File: src/rtl/xfer_pkg.sv
package xfer_pkg;

  // structure of the controller
  localparam int NUM_HALF = 4;
  localparam int NUM_PAIR = 2;
  localparam int ADDR_W = 24;
  localparam int CNT_W = 16;
  localparam int IO_W = 8;
  localparam int DATA_W = 16;

  // upper address bits forced on the short i/o side
  localparam logic [ADDR_W-IO_W-1:0] IO_PAGE = 16'hffff;

  // address steps per unit
  localparam int STEP_BYTE = 1;
  localparam int STEP_WORD = 2;

  // counter value that marks the last unit
  localparam int LAST_COUNT = 1;

  // short address modes
  typedef enum logic [1:0] {
    MODE_IO = 2'b00,
    MODE_IDLE = 2'b01,
    MODE_REPEAT = 2'b10
  } short_mode_t;

  // full address modes
  typedef enum logic [1:0] {
    MODE_NORMAL = 2'b00,
    MODE_BLOCK = 2'b01
  } full_mode_t;

  // activation sources
  typedef enum logic [2:0] {
    SRC_TMR0 = 3'b000,
    SRC_TMR1 = 3'b001,
    SRC_TMR2 = 3'b010,
    SRC_SER_TX = 3'b011,
    SRC_SER_RX = 3'b100,
    SRC_CONV = 3'b101,
    SRC_EXT = 3'b110,
    SRC_AUTO = 3'b111
  } src_sel_t;

  // transfer sequencer
  typedef enum logic [1:0] {
    ST_IDLE = 2'b00,
    ST_GRANT = 2'b01,
    ST_READ = 2'b10,
    ST_WRITE = 2'b11
  } xfer_state_t;

endpackage

File: src/rtl/req_sync.sv
`timescale 1ns/1ps

module req_sync #(
  parameter int W = 2,
  parameter logic [W-1:0] IDLE_LEVEL = '1
) (
  // clock and reset
  input wire logic clk,
  input wire logic nrst,
  // asynchronous pins and their synchronised copy
  input wire logic [W-1:0] din,
  output logic [W-1:0] dout
);

  logic [W-1:0] meta;

  // two stages; only the second stage is read outside
  always_ff @(posedge clk or negedge nrst) begin
    if (!nrst) begin
      meta <= IDLE_LEVEL;
      dout <= IDLE_LEVEL;
    end else begin
      meta <= din;
      dout <= meta;
    end
  end

endmodule // req_sync

File: src/rtl/addr_count.sv
`timescale 1ns/1ps

module addr_count #(
  parameter int ADDR_W = xfer_pkg::ADDR_W,
  parameter int CNT_W = xfer_pkg::CNT_W
) (
  // clock and reset
  input wire logic clk,
  input wire logic nrst,
  // loading of the initial context
  input wire logic load,
  input wire logic [ADDR_W-1:0] load_addr,
  input wire logic [CNT_W-1:0] load_count,
  // stepping controls
  input wire logic addr_step,
  input wire logic addr_dec,
  input wire logic unit_word,
  input wire logic addr_restore,
  input wire logic count_step,
  input wire logic count_split,
  // current context
  output logic [ADDR_W-1:0] addr,
  output logic [CNT_W-1:0] count,
  output logic count_last
);

  localparam int HALF_W = CNT_W / 2;

  logic [ADDR_W-1:0] init_addr;
  logic [ADDR_W-1:0] delta;
  logic [HALF_W-1:0] upper;
  logic [HALF_W-1:0] reload;

  assign upper = count[CNT_W-1:HALF_W];
  assign reload = count[HALF_W-1:0];
  assign delta = unit_word ? ADDR_W'(xfer_pkg::STEP_WORD) : ADDR_W'(xfer_pkg::STEP_BYTE);
  // a count of zero stands for the full range, so the last unit is at one
  assign count_last = count_split ? (upper == HALF_W'(xfer_pkg::LAST_COUNT))
                                  : (count == CNT_W'(xfer_pkg::LAST_COUNT));

  // address: restart beats stepping so a wrap lands on the initial value
  always_ff @(posedge clk or negedge nrst) begin
    if (!nrst) begin
      addr <= '0;
      init_addr <= '0;
    end else if (load) begin
      addr <= load_addr;
      init_addr <= load_addr;
    end else if (addr_restore) begin
      addr <= init_addr;
    end else if (addr_step) begin
      addr <= addr_dec ? addr - delta : addr + delta;
    end
  end

  // count: split form keeps the initial value in the low byte
  always_ff @(posedge clk or negedge nrst) begin
    if (!nrst) begin
      count <= '0;
    end else if (load) begin
      count <= load_count;
    end else if (count_step) begin
      if (!count_split) begin
        count <= count - CNT_W'(xfer_pkg::LAST_COUNT);
      end else if (count_last) begin
        count <= {reload, reload};
      end else begin
        count <= {upper - HALF_W'(xfer_pkg::LAST_COUNT), reload};
      end
    end
  end

endmodule // addr_count

File: src/rtl/transfer_controller.sv
`timescale 1ns/1ps

module transfer_controller #(
  parameter int NUM_HALF = xfer_pkg::NUM_HALF,
  parameter int NUM_PAIR = xfer_pkg::NUM_PAIR
) (
  // clock and reset
  input wire logic clk,
  input wire logic nrst,
  // module standby
  input wire logic module_stop,
  // pair configuration
  input wire logic [NUM_PAIR-1:0] pair_mode_sel_hi,
  input wire logic [NUM_PAIR-1:0] pair_mode_sel_lo,
  input wire logic [NUM_PAIR-1:0] pair_burst,
  // half channel configuration, order 0A 0B 1A 1B
  input wire logic [NUM_HALF-1:0] chan_start,
  input wire logic [NUM_HALF-1:0][xfer_pkg::ADDR_W-1:0] mem_addr_init,
  input wire logic [NUM_HALF-1:0][xfer_pkg::IO_W-1:0] io_side_address,
  input wire logic [NUM_HALF-1:0][xfer_pkg::IO_W-1:0] count_upper_byte,
  input wire logic [NUM_HALF-1:0][xfer_pkg::IO_W-1:0] count_reload_byte,
  input wire logic [NUM_HALF-1:0][1:0] chan_mode,
  input wire logic [NUM_HALF-1:0][2:0] chan_source,
  input wire logic [NUM_HALF-1:0] chan_word,
  input wire logic [NUM_HALF-1:0] chan_addr_dec,
  input wire logic [NUM_HALF-1:0] chan_addr_hold,
  // activation sources
  input wire logic [2:0] timer_match_a,
  input wire logic serial_tx_empty,
  input wire logic serial_rx_full,
  input wire logic conv_end,
  input wire logic [NUM_PAIR-1:0] xfer_request_pin_n,
  // bus master side
  output logic bus_req,
  input wire logic bus_grant,
  output logic [xfer_pkg::ADDR_W-1:0] bus_addr,
  output logic bus_rd,
  output logic bus_wr,
  output logic bus_word,
  output logic [xfer_pkg::DATA_W-1:0] bus_wdata,
  input wire logic [xfer_pkg::DATA_W-1:0] bus_rdata,
  input wire logic bus_done,
  // status
  output logic [NUM_PAIR-1:0] xfer_done_pin_n,
  output logic [NUM_HALF-1:0] done_event,
  output logic [NUM_HALF-1:0] chan_busy
);

  localparam int HALF_IW = $clog2(NUM_HALF);
  localparam int AW = xfer_pkg::ADDR_W;

  xfer_pkg::xfer_state_t state;
  logic [HALF_IW-1:0] cur, cur_a, cur_b, pick;
  logic [NUM_PAIR-1:0] full, ext_sync, ext_prev, ext_evt;
  logic [NUM_HALF-1:0] pend, live, src_hit, src_ok, dir_in;
  logic [NUM_HALF-1:0] ctx_addr_step, ctx_count_step, ctx_restore, ctx_split, ctx_last;
  logic [NUM_HALF-1:0][AW-1:0] ctx_addr;
  logic [NUM_HALF-1:0][xfer_pkg::CNT_W-1:0] ctx_count;
  logic any_pick, cur_full, cur_block, cur_repeat, cur_auto;
  logic block_end, last_unit, keep_bus, unit_fin;
  logic [AW-1:0] io_full, src_addr, dst_addr;

  // pair split decode
  assign full = pair_mode_sel_hi & pair_mode_sel_lo;

  // request pins are asynchronous, two stages before any use
  req_sync #(.W(NUM_PAIR)) u_req_sync (
    .clk(clk),
    .nrst(nrst),
    .din(xfer_request_pin_n),
    .dout(ext_sync)
  );

  // falling edge of the synchronised pin is one request
  always_ff @(posedge clk or negedge nrst) begin
    if (!nrst) begin
      ext_prev <= '1;
    end else begin
      ext_prev <= ext_sync;
    end
  end
  assign ext_evt = ext_prev & ~ext_sync;

  // per half: event of the selected source, legality, direction
  always_comb begin
    for (int c = 0; c < NUM_HALF; c++) begin
      live[c] = ~full[c / 2] | (c % 2 == 0);
      case (chan_source[c])
        xfer_pkg::SRC_TMR0, xfer_pkg::SRC_TMR1, xfer_pkg::SRC_TMR2: src_hit[c] = timer_match_a[chan_source[c][1:0]];
        xfer_pkg::SRC_SER_TX: src_hit[c] = serial_tx_empty;
        xfer_pkg::SRC_SER_RX: src_hit[c] = serial_rx_full;
        xfer_pkg::SRC_CONV: src_hit[c] = conv_end;
        xfer_pkg::SRC_EXT: src_hit[c] = ext_evt[c / 2];
        xfer_pkg::SRC_AUTO: src_hit[c] = 1'b1;
        default: src_hit[c] = 1'b0;
      endcase
      if (!full[c / 2]) begin
        src_ok[c] = (chan_source[c] != xfer_pkg::SRC_AUTO)
                    && !((chan_source[c] == xfer_pkg::SRC_EXT) && (c % 2 == 0));
      end else if (chan_mode[c] == xfer_pkg::MODE_BLOCK) begin
        src_ok[c] = (chan_source[c] <= xfer_pkg::SRC_TMR2) || (chan_source[c] == xfer_pkg::SRC_EXT)
                    || (chan_source[c] == xfer_pkg::SRC_CONV);
      end else begin
        src_ok[c] = (chan_source[c] == xfer_pkg::SRC_AUTO) || (chan_source[c] == xfer_pkg::SRC_EXT);
      end
      dir_in[c] = (chan_source[c] == xfer_pkg::SRC_SER_RX) || (chan_source[c] == xfer_pkg::SRC_CONV);
    end
  end

  // current channel decode
  assign cur_a = {cur[HALF_IW-1:1], 1'b0};
  assign cur_b = {cur[HALF_IW-1:1], 1'b1};
  assign cur_full = full[cur[HALF_IW-1:1]];
  assign cur_block = cur_full && (chan_mode[cur_a] == xfer_pkg::MODE_BLOCK);
  assign cur_repeat = !cur_full && (chan_mode[cur] == xfer_pkg::MODE_REPEAT);
  assign cur_auto = chan_source[cur_a] == xfer_pkg::SRC_AUTO;
  assign unit_fin = (state == xfer_pkg::ST_WRITE) && bus_done;
  assign block_end = cur_block && ctx_last[cur_b];
  // repeat mode never ends by itself
  assign last_unit = cur_full ? (cur_block ? block_end && ctx_last[cur_a] : ctx_last[cur_a])
                              : (!cur_repeat && ctx_last[cur]);
  // a block, or an auto burst, holds the bus from unit to unit
  assign keep_bus = !last_unit && ((cur_block && !block_end)
                    || (cur_full && !cur_block && cur_auto && pair_burst[cur[HALF_IW-1:1]]));

  // i/o side sits in the top page and is never stepped
  assign io_full = {xfer_pkg::IO_PAGE, io_side_address[cur]};

  // source and destination of the current unit
  always_comb begin
    if (cur_full) begin
      src_addr = ctx_addr[cur_a];
      dst_addr = ctx_addr[cur_b];
    end else if (dir_in[cur]) begin
      src_addr = io_full;
      dst_addr = ctx_addr[cur];
    end else begin
      src_addr = ctx_addr[cur];
      dst_addr = io_full;
    end
  end

  // context stepping; in full mode the B context is destination and block size
  always_comb begin
    for (int k = 0; k < NUM_HALF; k++) begin
      ctx_addr_step[k] = 1'b0;
      ctx_count_step[k] = 1'b0;
      ctx_restore[k] = 1'b0;
      ctx_split[k] = full[k / 2] ? (k % 2 == 1) : (chan_mode[k] == xfer_pkg::MODE_REPEAT);
    end
    if (cur_full) begin
      ctx_addr_step[cur_a] = unit_fin && (cur_block || !chan_addr_hold[cur_a]);
      ctx_addr_step[cur_b] = unit_fin && (cur_block || !chan_addr_hold[cur_b]);
      ctx_restore[cur_a] = unit_fin && block_end && chan_addr_hold[cur_a];
      ctx_restore[cur_b] = unit_fin && block_end && chan_addr_hold[cur_b];
      ctx_count_step[cur_a] = unit_fin && (!cur_block || block_end);
      ctx_count_step[cur_b] = unit_fin && cur_block;
    end else begin
      ctx_addr_step[cur] = unit_fin && (chan_mode[cur] != xfer_pkg::MODE_IDLE);
      ctx_count_step[cur] = unit_fin;
      ctx_restore[cur] = unit_fin && cur_repeat && ctx_last[cur];
    end
  end

  // one address and count context per half channel
  genvar g;
  generate
    for (g = 0; g < NUM_HALF; g++) begin : g_ctx
      addr_count #(.ADDR_W(AW), .CNT_W(xfer_pkg::CNT_W)) u_ctx (
        .clk(clk),
        .nrst(nrst),
        .load(chan_start[g]),
        .load_addr(mem_addr_init[g]),
        .load_count({count_upper_byte[g], count_reload_byte[g]}),
        .addr_step(ctx_addr_step[g]),
        .addr_dec(chan_addr_dec[g]),
        .unit_word(chan_word[g]),
        .addr_restore(ctx_restore[g]),
        .count_step(ctx_count_step[g]),
        .count_split(ctx_split[g]),
        .addr(ctx_addr[g]),
        .count(ctx_count[g]),
        .count_last(ctx_last[g])
      );
    end
  endgenerate

  // channel run state; standby waits for the bus to go quiet first
  always_ff @(posedge clk or negedge nrst) begin
    if (!nrst) begin
      chan_busy <= '0;
    end else begin
      for (int c = 0; c < NUM_HALF; c++) begin
        if (module_stop && (state == xfer_pkg::ST_IDLE)) begin
          chan_busy[c] <= 1'b0;
        end else if (chan_start[c]) begin
          chan_busy[c] <= 1'b1;
        end else if (unit_fin && last_unit && ((cur == HALF_IW'(c)) || (cur_full && (cur_b == HALF_IW'(c))))) begin
          chan_busy[c] <= 1'b0; // a full pair frees its B half too
        end
      end
    end
  end

  // pending requests; a new request in the clearing cycle survives
  always_ff @(posedge clk or negedge nrst) begin
    if (!nrst) begin
      pend <= '0;
    end else begin
      for (int c = 0; c < NUM_HALF; c++) begin
        if (!chan_busy[c] || module_stop) begin
          pend[c] <= 1'b0;
        end else if (src_hit[c] && src_ok[c]) begin
          pend[c] <= 1'b1;
        end else if (unit_fin && (cur == HALF_IW'(c)) && (!cur_block || block_end)) begin
          pend[c] <= 1'b0;
        end
      end
    end
  end

  // fixed priority: scanning downwards leaves the lowest index
  always_comb begin
    pick = '0;
    any_pick = 1'b0;
    for (int c = NUM_HALF - 1; c >= 0; c--) begin
      if (pend[c] && chan_busy[c] && live[c]) begin
        pick = HALF_IW'(c);
        any_pick = 1'b1;
      end
    end
  end

  // unit sequencer: request is held from read through write
  always_ff @(posedge clk or negedge nrst) begin
    if (!nrst) begin
      state <= xfer_pkg::ST_IDLE;
      cur <= '0;
      bus_req <= 1'b0;
      bus_rd <= 1'b0;
      bus_wr <= 1'b0;
      bus_addr <= '0;
      bus_word <= 1'b0;
      bus_wdata <= '0;
    end else begin
      case (state)
        xfer_pkg::ST_IDLE: begin
          if (any_pick && !module_stop) begin
            bus_req <= 1'b1;
            cur <= pick;
            state <= xfer_pkg::ST_GRANT;
          end
        end
        xfer_pkg::ST_GRANT: begin
          if (bus_grant) begin
            bus_rd <= 1'b1;
            bus_addr <= src_addr;
            bus_word <= chan_word[cur];
            state <= xfer_pkg::ST_READ;
          end
        end
        xfer_pkg::ST_READ: begin
          if (bus_done) begin
            bus_rd <= 1'b0;
            bus_wr <= 1'b1;
            bus_addr <= dst_addr;
            bus_wdata <= bus_rdata;
            state <= xfer_pkg::ST_WRITE;
          end
        end
        xfer_pkg::ST_WRITE: begin
          if (bus_done) begin
            bus_wr <= 1'b0;
            if (keep_bus) begin
              state <= xfer_pkg::ST_GRANT;
            end else begin
              bus_req <= 1'b0;
              state <= xfer_pkg::ST_IDLE;
            end
          end
        end
        default: state <= xfer_pkg::ST_IDLE;
      endcase
    end
  end

  // transfer-end pin low across the last unit's read and write
  always_ff @(posedge clk or negedge nrst) begin
    if (!nrst) begin
      xfer_done_pin_n <= '1;
    end else if ((state == xfer_pkg::ST_GRANT) && bus_grant && last_unit) begin
      xfer_done_pin_n[cur[HALF_IW-1:1]] <= 1'b0;
    end else if (unit_fin) begin
      xfer_done_pin_n[cur[HALF_IW-1:1]] <= 1'b1;
    end
  end

  // completion event, one pulse per finished run
  always_ff @(posedge clk or negedge nrst) begin
    if (!nrst) begin
      done_event <= '0;
    end else begin
      for (int c = 0; c < NUM_HALF; c++) begin
        done_event[c] <= unit_fin && last_unit && (cur == HALF_IW'(c));
      end
    end
  end

endmodule // transfer_controller

File: config.mk
export PLATFORM = sky130hd
export DESIGN_NAME = transfer_controller
export DESIGN_NICKNAME = d
export VERILOG_FILES = /design/src/rtl/xfer_pkg.sv /design/src/rtl/req_sync.sv /design/src/rtl/addr_count.sv /design/src/rtl/transfer_controller.sv
export SDC_FILE = /design/constraint.sdc
export NUM_CORES = 1
export LEC_CHECK = 0
export BUFFER_PORTS_ARGS = -buffer_cell sky130_fd_sc_hd__buf_2
export CAP_MARGIN = 10
export CORE_ASPECT_RATIO = 0.6
export CORE_UTILIZATION = 27
export CTS_CLUSTER_SIZE = 12
export DETAILED_ROUTE_END_ITERATION = 8
export MAX_ROUTING_LAYER = met4
export PLACE_DENSITY_LB_ADDON = 0.08
export SLEW_MARGIN = 5
export SYNTH_ARGS = -nofsm -noshare
export SYNTH_HDL_FRONTEND = slang
export SYNTH_HIERARCHICAL = 1
export SYNTH_SLANG_ARGS = --single-unit
File: constraint.sdc
create_clock -name clk -period 7.85 [get_ports clk]
set_clock_uncertainty 0.1 [all_clocks]
set_input_delay 0.3925 -clock clk [delete_from_list [all_inputs] [get_ports clk]]
set_output_delay 0.3925 -clock clk [all_outputs]
set_load 0.03 [all_outputs]
* After elaboration in Yosys (flattened, before gate mapping) *
Index checks and enable logic that the tools add are counted.

word-level totals
  output and inout bits = 54
  register bits after elaboration = 324
  logic and storage cells = 462
  input port bits = 263

operators by class
  $add $sub $neg = 16
  multiplexer cells = 168
  eq/ne operators = 67
  magnitude comparators = 16
  bitwise logic cells = 15
  reduce and logical (&&, ||, !) cells = 143

operator list
  cell                                                                    count
  24-bit 2-to-1 mux                                                       27
  16-bit 2-to-1 mux                                                       16
  24-bit adder                                                            4
  24-bit subtractor                                                       4
  1-bit 2-to-1 mux                                                        76
  16-bit by 1-bit equality test with 1-bit output, second input constant  4
  16-bit by 1-bit subtractor with 16-bit output, second input constant    4
  1-bit logical AND                                                       60
  3-bit equality test, second input constant                              17
  24-bit binary-select mux with 2-bit select                              1
  24-bit case mux with 2 select lines                                     1
  3-bit nonzero test                                                      12
  2-bit 2-to-1 mux                                                        17
  8-bit by 1-bit equality test with 1-bit output, second input constant   4
  8-bit by 1-bit subtractor with 8-bit output, second input constant      4
  1-bit logical OR                                                        27
  3-bit by 2-bit equality test with 1-bit output, second input constant   8
  1-bit case mux with 6 select lines                                      4
  2-bit by 3-bit < comparator with 1-bit output, second input constant    7
  2-bit equality test, second input constant                              9
  8-bit binary-select mux with 2-bit select                               1
  2-bit inequality test, second input constant                            8
  2-bit nonzero test                                                      8
  1-bit binary-select mux with 2-bit select                               7
  30 further kinds                                                        95

* Longest topological paths before layout *
Gate-level depths: netlist (run 1).

  word-level depth = 14
  gate-level depth with buffers = 19
  mapped depth without buffers = 16

* By module *
Netlist (run 1), hierarchy kept.

modules (own cells, without submodules)
  module               cells an instance  times used  sequential area each (µm²)  area each (µm²)
  addr_count           563                4           1601.5                      4699.5
  transfer_controller  497                1           1606.5                      4959.8
  req_sync             4                  1           105.1                       105.1

* Least setup slack after synthesis (run 1) *
No wires, ideal clock.

  kind = input-to-reg
  from = in pair_mode_sel_hi[1]
  to = reg g_ctx[1].u_ctx.addr[20]
  library setup time = 103 ps
  stages = 19
  arrival = 3885 ps
  buffers on the path = 5
  path slack = 3761 ps
  data required time = 7647 ps
  path through = and2_1 > clkbuf_1 > clkbuf_1 > nor3b_1 > clkbuf_1 > clkbuf_1 > a41oi_1 > nor2_1 > mux2i_1 > mux2i_1 > nor4b_2 > a32oi_1 > nor2_1 > or2_2 > clkbuf_1 > nor2_1 > nor4_1 > a21oi_1 > o41ai_2

between the ends
  elaborated cells on any way between the ends = 34
  classes of those cells = mux: 16; bitwise: 4; reduce/logical: 14

RTL lines
  what                                         RTL line                    source
  start: declaration                           transfer_controller.sv:13   input wire logic [NUM_PAIR-1:0] pair_mode_sel_hi,
  2-bit AND *                                  transfer_controller.sv:64   assign full = pair_mode_sel_hi & pair_mode_sel_lo;
  1-bit 2-to-1 mux *                           transfer_controller.sv:149  ctx_split[k] = full[k / 2] ? (k % 2 == 1) : (chan_mode[k] == xfer_pkg::MODE_REPEAT);
  named net ctx_split[2]                       transfer_controller.sv:56   logic [NUM_HALF-1:0] ctx_addr_step, ctx_count_step, ctx_restore, ctx_split, ctx_last;
  1-bit 2-to-1 mux *                           addr_count.sv:38            assign count_last = count_split ? (upper == HALF_W'(xfer_pkg::LAST_COUNT))
  named net ctx_last[2]                        transfer_controller.sv:56
  1-bit binary-select mux with 2-bit select *  transfer_controller.sv:161  ctx_restore[cur] = unit_fin && cur_repeat && ctx_last[cur];
  1-bit 2-to-1 mux (not written as such) *     transfer_controller.sv:161
  1-bit logical AND *                          transfer_controller.sv:161
  4-bit AND (no line) *                        n/a
  4-bit 2-to-1 mux *                           transfer_controller.sv:151  if (cur_full) begin
  named net ctx_restore[1]                     transfer_controller.sv:56
  24-bit 2-to-1 mux                            addr_count.sv:49            end else if (addr_restore) begin
  24-bit 2-to-1 mux                            addr_count.sv:46            end else if (load) begin
  end signal: assignment                       addr_count.sv:47            addr <= load_addr;
  end signal: assignment                       addr_count.sv:50            addr <= init_addr;
  end signal: assignment                       addr_count.sv:52            addr <= addr_dec ? addr - delta : addr + delta;
  end: declaration                             addr_count.sv:22            output logic [ADDR_W-1:0] addr,

Mark *: on every way through the listed nets, which the timed path passes. The rest lies on a longest branch. The select of a mux whose other input is x is not followed.
A chain may end at the register's enable or synchronous reset.

* Worst setup path in the final report (run 1) *
  from = reg g_ctx[2].u_ctx.count[8]
  to = reg g_ctx[1].u_ctx.addr[17]

between the ends
  word-level cells in the longest chain between the ends = 9
  elaborated cells on any way between the ends = 11
  classes of those cells = eq/ne: 2; mux: 6; bitwise: 1; reduce/logical: 2

ends and longest elaborated chain
  what                                                                                                               RTL line                            source
  start: declaration                                                                                                 addr_count.sv:23                    output logic [CNT_W-1:0] count,
  start signal: assignment                                                                                           addr_count.sv:61                    count <= load_count;
  start signal: assignment                                                                                           addr_count.sv:64                    count <= count - CNT_W'(xfer_pkg::LAST_COUNT);
  start signal: assignment                                                                                           addr_count.sv:66                    count <= {reload, reload};
  16-bit by 1-bit equality test with 1-bit output or 8-bit by 1-bit equality test with 1-bit output (tied branches)  addr_count.sv:39, addr_count.sv:38
  1-bit 2-to-1 mux *                                                                                                 addr_count.sv:38
  named net ctx_last[2]                                                                                              transfer_controller.sv:56
  1-bit binary-select mux with 2-bit select *                                                                        transfer_controller.sv:161
  1-bit 2-to-1 mux (not written as such) *                                                                           transfer_controller.sv:161
  1-bit logical AND *                                                                                                transfer_controller.sv:161
  4-bit AND (no line) *                                                                                              n/a
  4-bit 2-to-1 mux *                                                                                                 transfer_controller.sv:151
  named net ctx_restore[1]                                                                                           transfer_controller.sv:56
  24-bit 2-to-1 mux                                                                                                  addr_count.sv:49
  24-bit 2-to-1 mux                                                                                                  addr_count.sv:46

Marks and branches as above.

==> results of run 1 <==
[registers in the layout, indices dropped and copies added, names as in the netlist, named ones only]
signal,cells
bus_req,1
g_ctx.u_ctx/count,64
bus_word,1
pend,4
u_req_sync/dout,2
u_req_sync/meta,2
bus_wr,1
bus_addr,24
chan_busy,4
g_ctx.u_ctx/addr,96
bus_wdata,16
cur,2
bus_rd,1
state,2
ext_prev,2
done_event,4
g_ctx.u_ctx/init_addr,96
[layout by cell type, fill, tap and decap left out, types with 43 or more instances in the layout]
cell type / instances
a21o_1: 69
a21oi_1: 203
buf_2: 311
clkbuf_16: 43
dfrtp_1: 314
dlygate4sd3_1: 163
ha_1: 112
inv_1: 139
mux2_2: 75
mux2i_1: 58
nand2_1: 301
nand3_1: 69
nor2_1: 211
nor3_1: 55
o21ai_0: 248
o21ai_1: 44
xnor2_1: 53
[synthesized netlist by cell type (15+ instances only)]
library cell,n
nand2b_1,20
a211oi_1,24
nor2b_1,39
ha_1,112
a21oi_1,205
xnor2_1,53
and3_1,19
o221ai_1,17
or3_1,22
o21ai_1,42
mux2_1,21
inv_1,139
nand3_1,69
mux2_2,75
mux4_2,27
o31ai_1,20
and2_1,16
o21ai_0,250
o22ai_1,34
a22oi_1,15
o21a_1,31
nor2_1,214
a21o_1,69
clkbuf_1,94
mux2i_1,58
nor3_1,55
a31oi_1,20
xor2_1,28
dfrtp_1,316
o211ai_1,22
nand2_1,301
[metrics by stage]
step           power, W  worst slack [ns]  hold slack, ns
6_report        0.00836              2.30          0.0193
4_1_cts         0.00845              2.32        0.000591
3_5_place_dp    0.00624              2.11           0.248
5_1_grt         0.00892              1.83        0.000215
3_3_place_gp    0.00624              2.09           0.247
2_1_floorplan   0.00491              3.76        -0.00309
[power by group through the flow]
stage	logic, W	registers (W)	clock network, W
floorplan	0.00242	0.00250	0
finish	0.00380	0.00249	0.00207
global route	0.00416	0.00254	0.00221
detailed placement	0.00372	0.00252	0
global placement	0.00372	0.00251	0
CTS	0.00381	0.00249	0.00215
[layout make-up]
type,instances,share of cell area (%)
Clock buffer,61,4.19
Timing Repair Buffer,503,11.5
Sequential cell,324,27.4
Clock inverter,15,0.636
Antenna cell,4,0.0337
Tap cell,1161,4.89
Multi-Input combinational cell,2165,49.6
Inverter,140,1.78
[per-layer routing]
metal  up-vias  track usage [%]
met5         -                -
met4         0             3.52
met3        75             3.12
met2       700             29.8
met1     11300             35.5
li1      11000                -
[logic make-up (layout without fill, tap and decap cells)]
| kind of cell | Yosys count | count (layout) | synth area share (%) |
|---|---|---|---|
| other cells | 0 | 4 | 0 |
| fa+ha+maj | 116 | 116 | 6.21 |
| buf+inv | 264 | 719 | 4.43 |
| compound gates | 943 | 943 | 26.1 |
| flops | 324 | 324 | 34.0 |
| xor+xnor | 82 | 82 | 3.04 |
| mux | 183 | 183 | 9.70 |
| simple gates | 841 | 841 | 16.5 |
[what timing repair did]
| action | 4_1_cts | 5_1_grt |
|---|---|---|
| hold buffers | 163 | 0 |
| endpoints found under the hold margin | 268 | 0 |
| gates resized for setup | 0 | 0 |
[critical path, cell delays in order (launching register included)]
cell and delay [ns]:
dfrtp_1 0.45, inv_1 0.13, ha_1 0.18, nor3b_1 0.64
a41oi_1 0.20, nor2_1 0.33, mux2i_1 0.31, mux2i_1 0.26
nor4b_2 0.38, a32oi_1 0.19, nor2_2 0.81, inv_1 0.59
o22ai_1 0.33, nor2_1 0.08, nand2_1 0.10, mux2i_1 0.07
a221o_1 0.27
[worst max-delay path by stage]
stage          cells past startpoint                     from                 endpoint  slack, ns
6_report                          16  g_ctx[2].u_ctx/count[8]  g_ctx[1].u_ctx/addr[17]       2.30
3_5_place_dp                      16      pair_mode_sel_hi[1]   g_ctx[2].u_ctx/addr[2]       2.11
3_3_place_gp                      16      pair_mode_sel_hi[1]   g_ctx[2].u_ctx/addr[2]       2.09
4_1_cts                           16  g_ctx[0].u_ctx/count[8]  g_ctx[1].u_ctx/addr[17]       2.32
5_1_grt                           16  g_ctx[0].u_ctx/count[8]  g_ctx[1].u_ctx/addr[17]       1.83
2_1_floorplan                     19      pair_mode_sel_hi[1]  g_ctx[1].u_ctx/addr[20]       3.76
==> results.yml, run 1 <==
worst_setup_path:
  end_kind: "flop"
  worst_ep_arrival_time_ns: 5.93
  path_class: "flop to flop"
  r2r-end: "g_ctx[1].u_ctx/addr[17]"
  reg2reg_slack_ns: 2.30
  path_max_fanout: 25
  worstPathRequired_ns: 8.22
  r2r_start: "g_ctx[2].u_ctx/count[8]"
  r2r_cells: 16
  cp-start-kind: "flop"
detailed_routing:
  wl_met3_um: 5580
  drtIter0Drc: 1766
  ant_nets: 0
  drcViolationCount: 0
  wl_per_cell_um: 22.6
  drt-pass1-iter-count: 5
  dr_wl_met2_um: 39200
  wl_um: 99000
  dr.max_layer_used: "met4"
  drt-met1-wl_um: 53000
  vias: 23000
  vias_per_cell: 5.26
min_path:
  hold_end: "g_ctx[3].u_ctx/init_addr[23]"
  hold_path.class: "input pin to flop"
  hold_path_depth: 3
  hp-start: "mem_addr_init[95]"
power_and_ir_drop:
  p_leak_nw: 12.9
  clock_power_share_pct: 24.7
  power_frac_seq_pct: 29.8
  peakVddDrop_mv: 0.146
  power.switching_w: 0.00363
  pwr_density_cell_nw_per_um2: 282
  p_sw_share_pct: 43.4
  p_comb_share_pct: 45.4
  intPower_w: 0.00473
sta:
  slew_viol_final: 0
  layout_min_cycle_time_ns: 5.55
  finalHoldViolations: 0
  fin_crit_sh_pct: 70.8
  finalSetupTns_ns: 0
  rsz0062_at_grt: "no"
  slew_headroom_pct: 22.3
  fmax_mhz: 180
  setup_viol: 0
  tightest_slew_ns: 1.17
floorplan:
  dieArea_um2: 89600
  core_area_um2: 87500
  die_y_um: 232
  initial_core_util_pct: 27.3
  num_rows: 84
  num_io_pins: 317
  dieWidth_um: 386
clock_tree:
  clockRootBuffer: "clkbuf_16"
  cts.clk_slew.worst_paths_ns: 0.06
  cts_sinks: 324
  tritoncts: "done"
  post_cts_buffers: 0
  cts_max_path_buffers: 3
  htree_levels: 2
  worst_skew_pair.late_latency_ns: 0.60
  numCtsBuffers: 41
job:
  maxCapViolCount: 0
synth:
  netlist_area_um2: 23900
  syn-num-nets: 3132
  yosysWarningCount: 6
  synth_top_flop_cell: "dfrtp_1"
  async_flop_share_pct: 100
  synth_seq_cells: 324
  yosysTopAreaCell: "dfrtp_1"
  synth_edf_count: 0
  ys_types: 92
  synth_cells: 2753
  synth_area_leaders: "dfrtp_1 33%, ha_1 5.9%, o21ai_0 5.2%"
  synth_top_area_share_pct: 33.1
  syn_avg_cell_area_um2: 8.67
  ys_seq_area_share_pct: 34.0
layout:
  final_util_pct: 33.9
  finalInstanceArea_um2: 29700
  area_growth_syn_to_layout_pct: 24.4
  nets: 3554
  final_cells: 4373
  regArea_um2: 8120
  multi_input_area_um2: 14700
  fill_cells: 9181
  drive_above_1_share_pct: 18.2
place:
  placedInstanceArea_um2: 26600
  dp.cells: 4130
  port_buffers: 316
  place_congestion: 0.930
  hpwl_um: 76400
global_route:
  grt_pass1_vias: 22200
  grt_pass1_wl_um: 147000
  grt_antenna_before_repair: 6
  grt_max_degree: 145
  grt_use_total_pct: 22.5
  grt-ovfl-total: 0
outcome:
  status: "complete, no violations"
No activity file was read; power rests on OpenSTA's default activity.
==> run 2, diff against run 1 <==
--- a/config.mk
+++ b/config.mk
@@ -5,6 +5,7 @@
 export SDC_FILE = /design/constraint.sdc
 export NUM_CORES = 1
 export LEC_CHECK = 0
+export ABC_AREA = 1
 export BUFFER_PORTS_ARGS = -buffer_cell sky130_fd_sc_hd__buf_2
 export CAP_MARGIN = 10
 export CORE_ASPECT_RATIO = 0.6
==> constraint.sdc (replaced) <==
create_clock -name clk -period 4.64 [get_ports clk]
set_clock_uncertainty 0.1 [all_clocks]
set_input_delay 0.232 -clock clk [delete_from_list [all_inputs] [get_ports clk]]
set_output_delay 0.232 -clock clk [all_outputs]
set_load 0.03 [all_outputs]
==> run 2 against run 1 <==
Net effect:
- core utilization up 0.25 points
- non-clock buffer count up 49
- worst hold slack worse by 0.0035 ns
- clock power up 82%
- cell area up 11%
- register-to-register slack worse by 1.7 ns
- critical path type unchanged
==> results.yml, run 2 <==
detailed_routing:
  vias_per_cell: 4.74
  wl_per_cell_um: 19.1
  drtIter0Drc: 2708
  vias: 28600
  drcViolationCount: 0
  ant_nets: 0
  wl_um: 115000
  drt-pass1-iter-count: 6
job:
  maxCapViolCount: 0
global_route:
  grt_pass1_vias: 26200
  grt-ovfl-total: 0
  grt_antenna_before_repair: 7
  grt_max_degree: 97
  grt_pass1_wl_um: 171000
  grt_use_total_pct: 23.2
place:
  port_buffers: 316
  place_congestion: 0.940
  dp.cells: 5781
  placedInstanceArea_um2: 29700
  hpwl_um: 91600
layout:
  nets: 5084
  final_common_cell: "nand2_1"
  drive_above_1_share_pct: 12.1
  biggestRegsByFlops: "g_ctx.u_ctx/addr (96), g_ctx.u_ctx/init_addr (96), g_ctx.u_ctx/count (64)"
  final_cell_mix: "1415 x nand2_1, 562 x inv_1, 417 x nor2_1"
  finalInstanceArea_um2: 33100
  final_cells: 6048
  area_growth_syn_to_layout_pct: 24.4
floorplan:
  dieArea_um2: 99800
  num_io_pins: 317
  core_area_um2: 96900
  dieWidth_um: 407
  initial_core_util_pct: 27.5
  die_y_um: 245
  num_rows: 88
synth:
  syn_avg_cell_area_um2: 6.28
  synth_area_leaders: "dfrtp_1 30%, nand2_1 20%, inv_1 7.9%"
  ys_seq_area_share_pct: 30.5
  synth_top_area_share_pct: 29.7
  synth_seq_cells: 324
  synth_top_flop_cell: "dfrtp_1"
  async_flop_share_pct: 100
  netlist_area_um2: 26600
  syn-num-nets: 4613
  ys_types: 53
  yosysMostFrequentCell: "nand2_1"
  synth_cells: 4234
  ys_top_cells_by_count: "1415 x nand2_1, 562 x inv_1, 418 x nor2_1"
  yosysTopAreaCell: "dfrtp_1"
  yosysWarningCount: 6
  synth_edf_count: 0
power_and_ir_drop:
  peakVddDrop_mv: 0.253
  p_leak_nw: 17.2
  pwr_density_cell_nw_per_um2: 505
sta:
  finalSetupTns_ns: 0
  rsz0062_at_grt: "no"
  slew_viol_final: 0
  layout_min_cycle_time_ns: 4.06
  fin_crit_sh_pct: 87.5
  tightest_slew_ns: 1.23
  fmax_mhz: 246
  setup_viol: 0
  slew_headroom_pct: 17.6
  finalHoldViolations: 0
clock_tree:
  cts_sinks: 324
  worst_skew_pair.late_latency_ns: 0.62
  post_cts_buffers: 0
  numCtsBuffers: 42
  post_cts_resize_count: 0
  cts_max_path_buffers: 3
  htree_levels: 2
  cts.clk_slew.worst_paths_ns: 0.06
  tritoncts: "done"
  clockRootBuffer: "clkbuf_16"
worst_setup_path:
  worstPathRequired_ns: 5.00
  path_max_fanout: 12
  path_class: "flop to flop"
  end_kind: "flop"
  worst_ep_arrival_time_ns: 4.42
  cp-start-kind: "flop"
outcome:
  status: "complete, no violations"
min_path:
  hold_path.class: "input pin to flop"
-- run 2: changes by cell type in the layout (fill, tap and decap cells not counted), moves of 57 or more --
cell     change
a21oi_1    +139
inv_1      +423
nand2_1   +1114
mux2_2      -75
nand3_1    +203
a21o_1      -57
nor2_1     +206
-- run 2: worst max-delay path: stages, from the launching register on --
cell,delay [ns]
dfrtp_1,0.42
inv_1,0.21
ha_1,0.30
nand2_2,0.09
inv_2,0.07
nand2_2,0.05
o21ai_2,0.11
nand2_2,0.17
clkinv_1,0.26
nand2_1,0.10
nand2_1,0.13
inv_1,0.08
nand3_2,0.11
nand2_1,0.20
o22ai_1,0.50
nor2_1,0.12
nor2_1,0.51
inv_2,0.16
a21oi_1,0.14
o21ai_0,0.08
-- run 2: logic make-up (layout without fill, tap and decap cells) --
| logic type | Yosys count | in the layout | synth area share, % |
|---|---|---|---|
| AND/OR/NAND/NOR | 2239 | 2239 | 34.6 |
| AO/OA/AOI/OAI | 756 | 756 | 16.1 |
| buffers and inverters | 724 | 1227 | 10.8 |
| flip-flops | 324 | 324 | 30.5 |
| adder cells (fa/ha/maj) | 116 | 116 | 5.57 |
| XOR/XNOR | 72 | 72 | 2.37 |
| multiplexers | 3 | 3 | 0.113 |
| other | 0 | 6 | 0 |
-- run 2: final cells by class --
type / count / area [um^2]
inverter: 599 / 2250
tap: 1305 / 1630
multi-input combinational: 3186 / 15700
clock buffer: 60 / 1280
antenna: 6 / 15.0
sequential: 324 / 8120
fill: 10900 / 63800
clock inverter: 16 / 268
timing repair buffer: 552 / 3880
-- run 2: final timing paths --
check	startpoint	endpoint	slack, ns	depth (start not counted)
worst max-delay path	g_ctx[3].u_ctx/count[8]	g_ctx[0].u_ctx/count[3]	0.58	19
worst min-delay path	chan_start[1]	g_ctx[1].u_ctx/count[7]	0.02	3
worst max register to register	g_ctx[3].u_ctx/count[8]	g_ctx[0].u_ctx/count[3]	0.58	19
worst min register to register	u_req_sync/meta[1]	u_req_sync/dout[1]	0.26	0
max in group asynchronous	nrst	g_ctx[3].u_ctx/addr[4]	3.24	3
min in group asynchronous	nrst	g_ctx[1].u_ctx/count[4]	0.07	2
-- run 2: power breakdown --
group / internal, W / switching, W / total, W
Combinational: 0.00271 / 0.00576 / 0.00847
Clock: 0.00231 / 0.00146 / 0.00377
Sequential: 0.00350 / 0.000972 / 0.00447
Total: 0.00852 / 0.00819 / 0.0167
-- run 2: repair_timing --
item,in CTS,in global routing
hold endpoints to repair,346,0
endpoints found under the setup margin,0,0
hold buffers,185,0
-- run 2: per-stage QoR --
step                      util (%)  setup slack (ns)  power (W)  hold slack (ns)
after global placement        30.6             0.673     0.0128            0.130
after detailed placement      30.6             0.653     0.0128            0.135
after floorplan                  -              1.52    0.00981           -0.164
final                         34.2             0.578     0.0167           0.0157
after CTS                     34.1             0.642     0.0168          0.00198
after global routing          34.2             0.278     0.0180           0.0428
-- run 2: routing by layer --
metal	vias to the layer above	routed length (um)	global-route usage, %
met5	-	0	-
met2	873	43800	30.1
met3	103	9160	5.15
met4	0	2130	4.89
met1	13200	60300	35.5
li1	14500	-	-
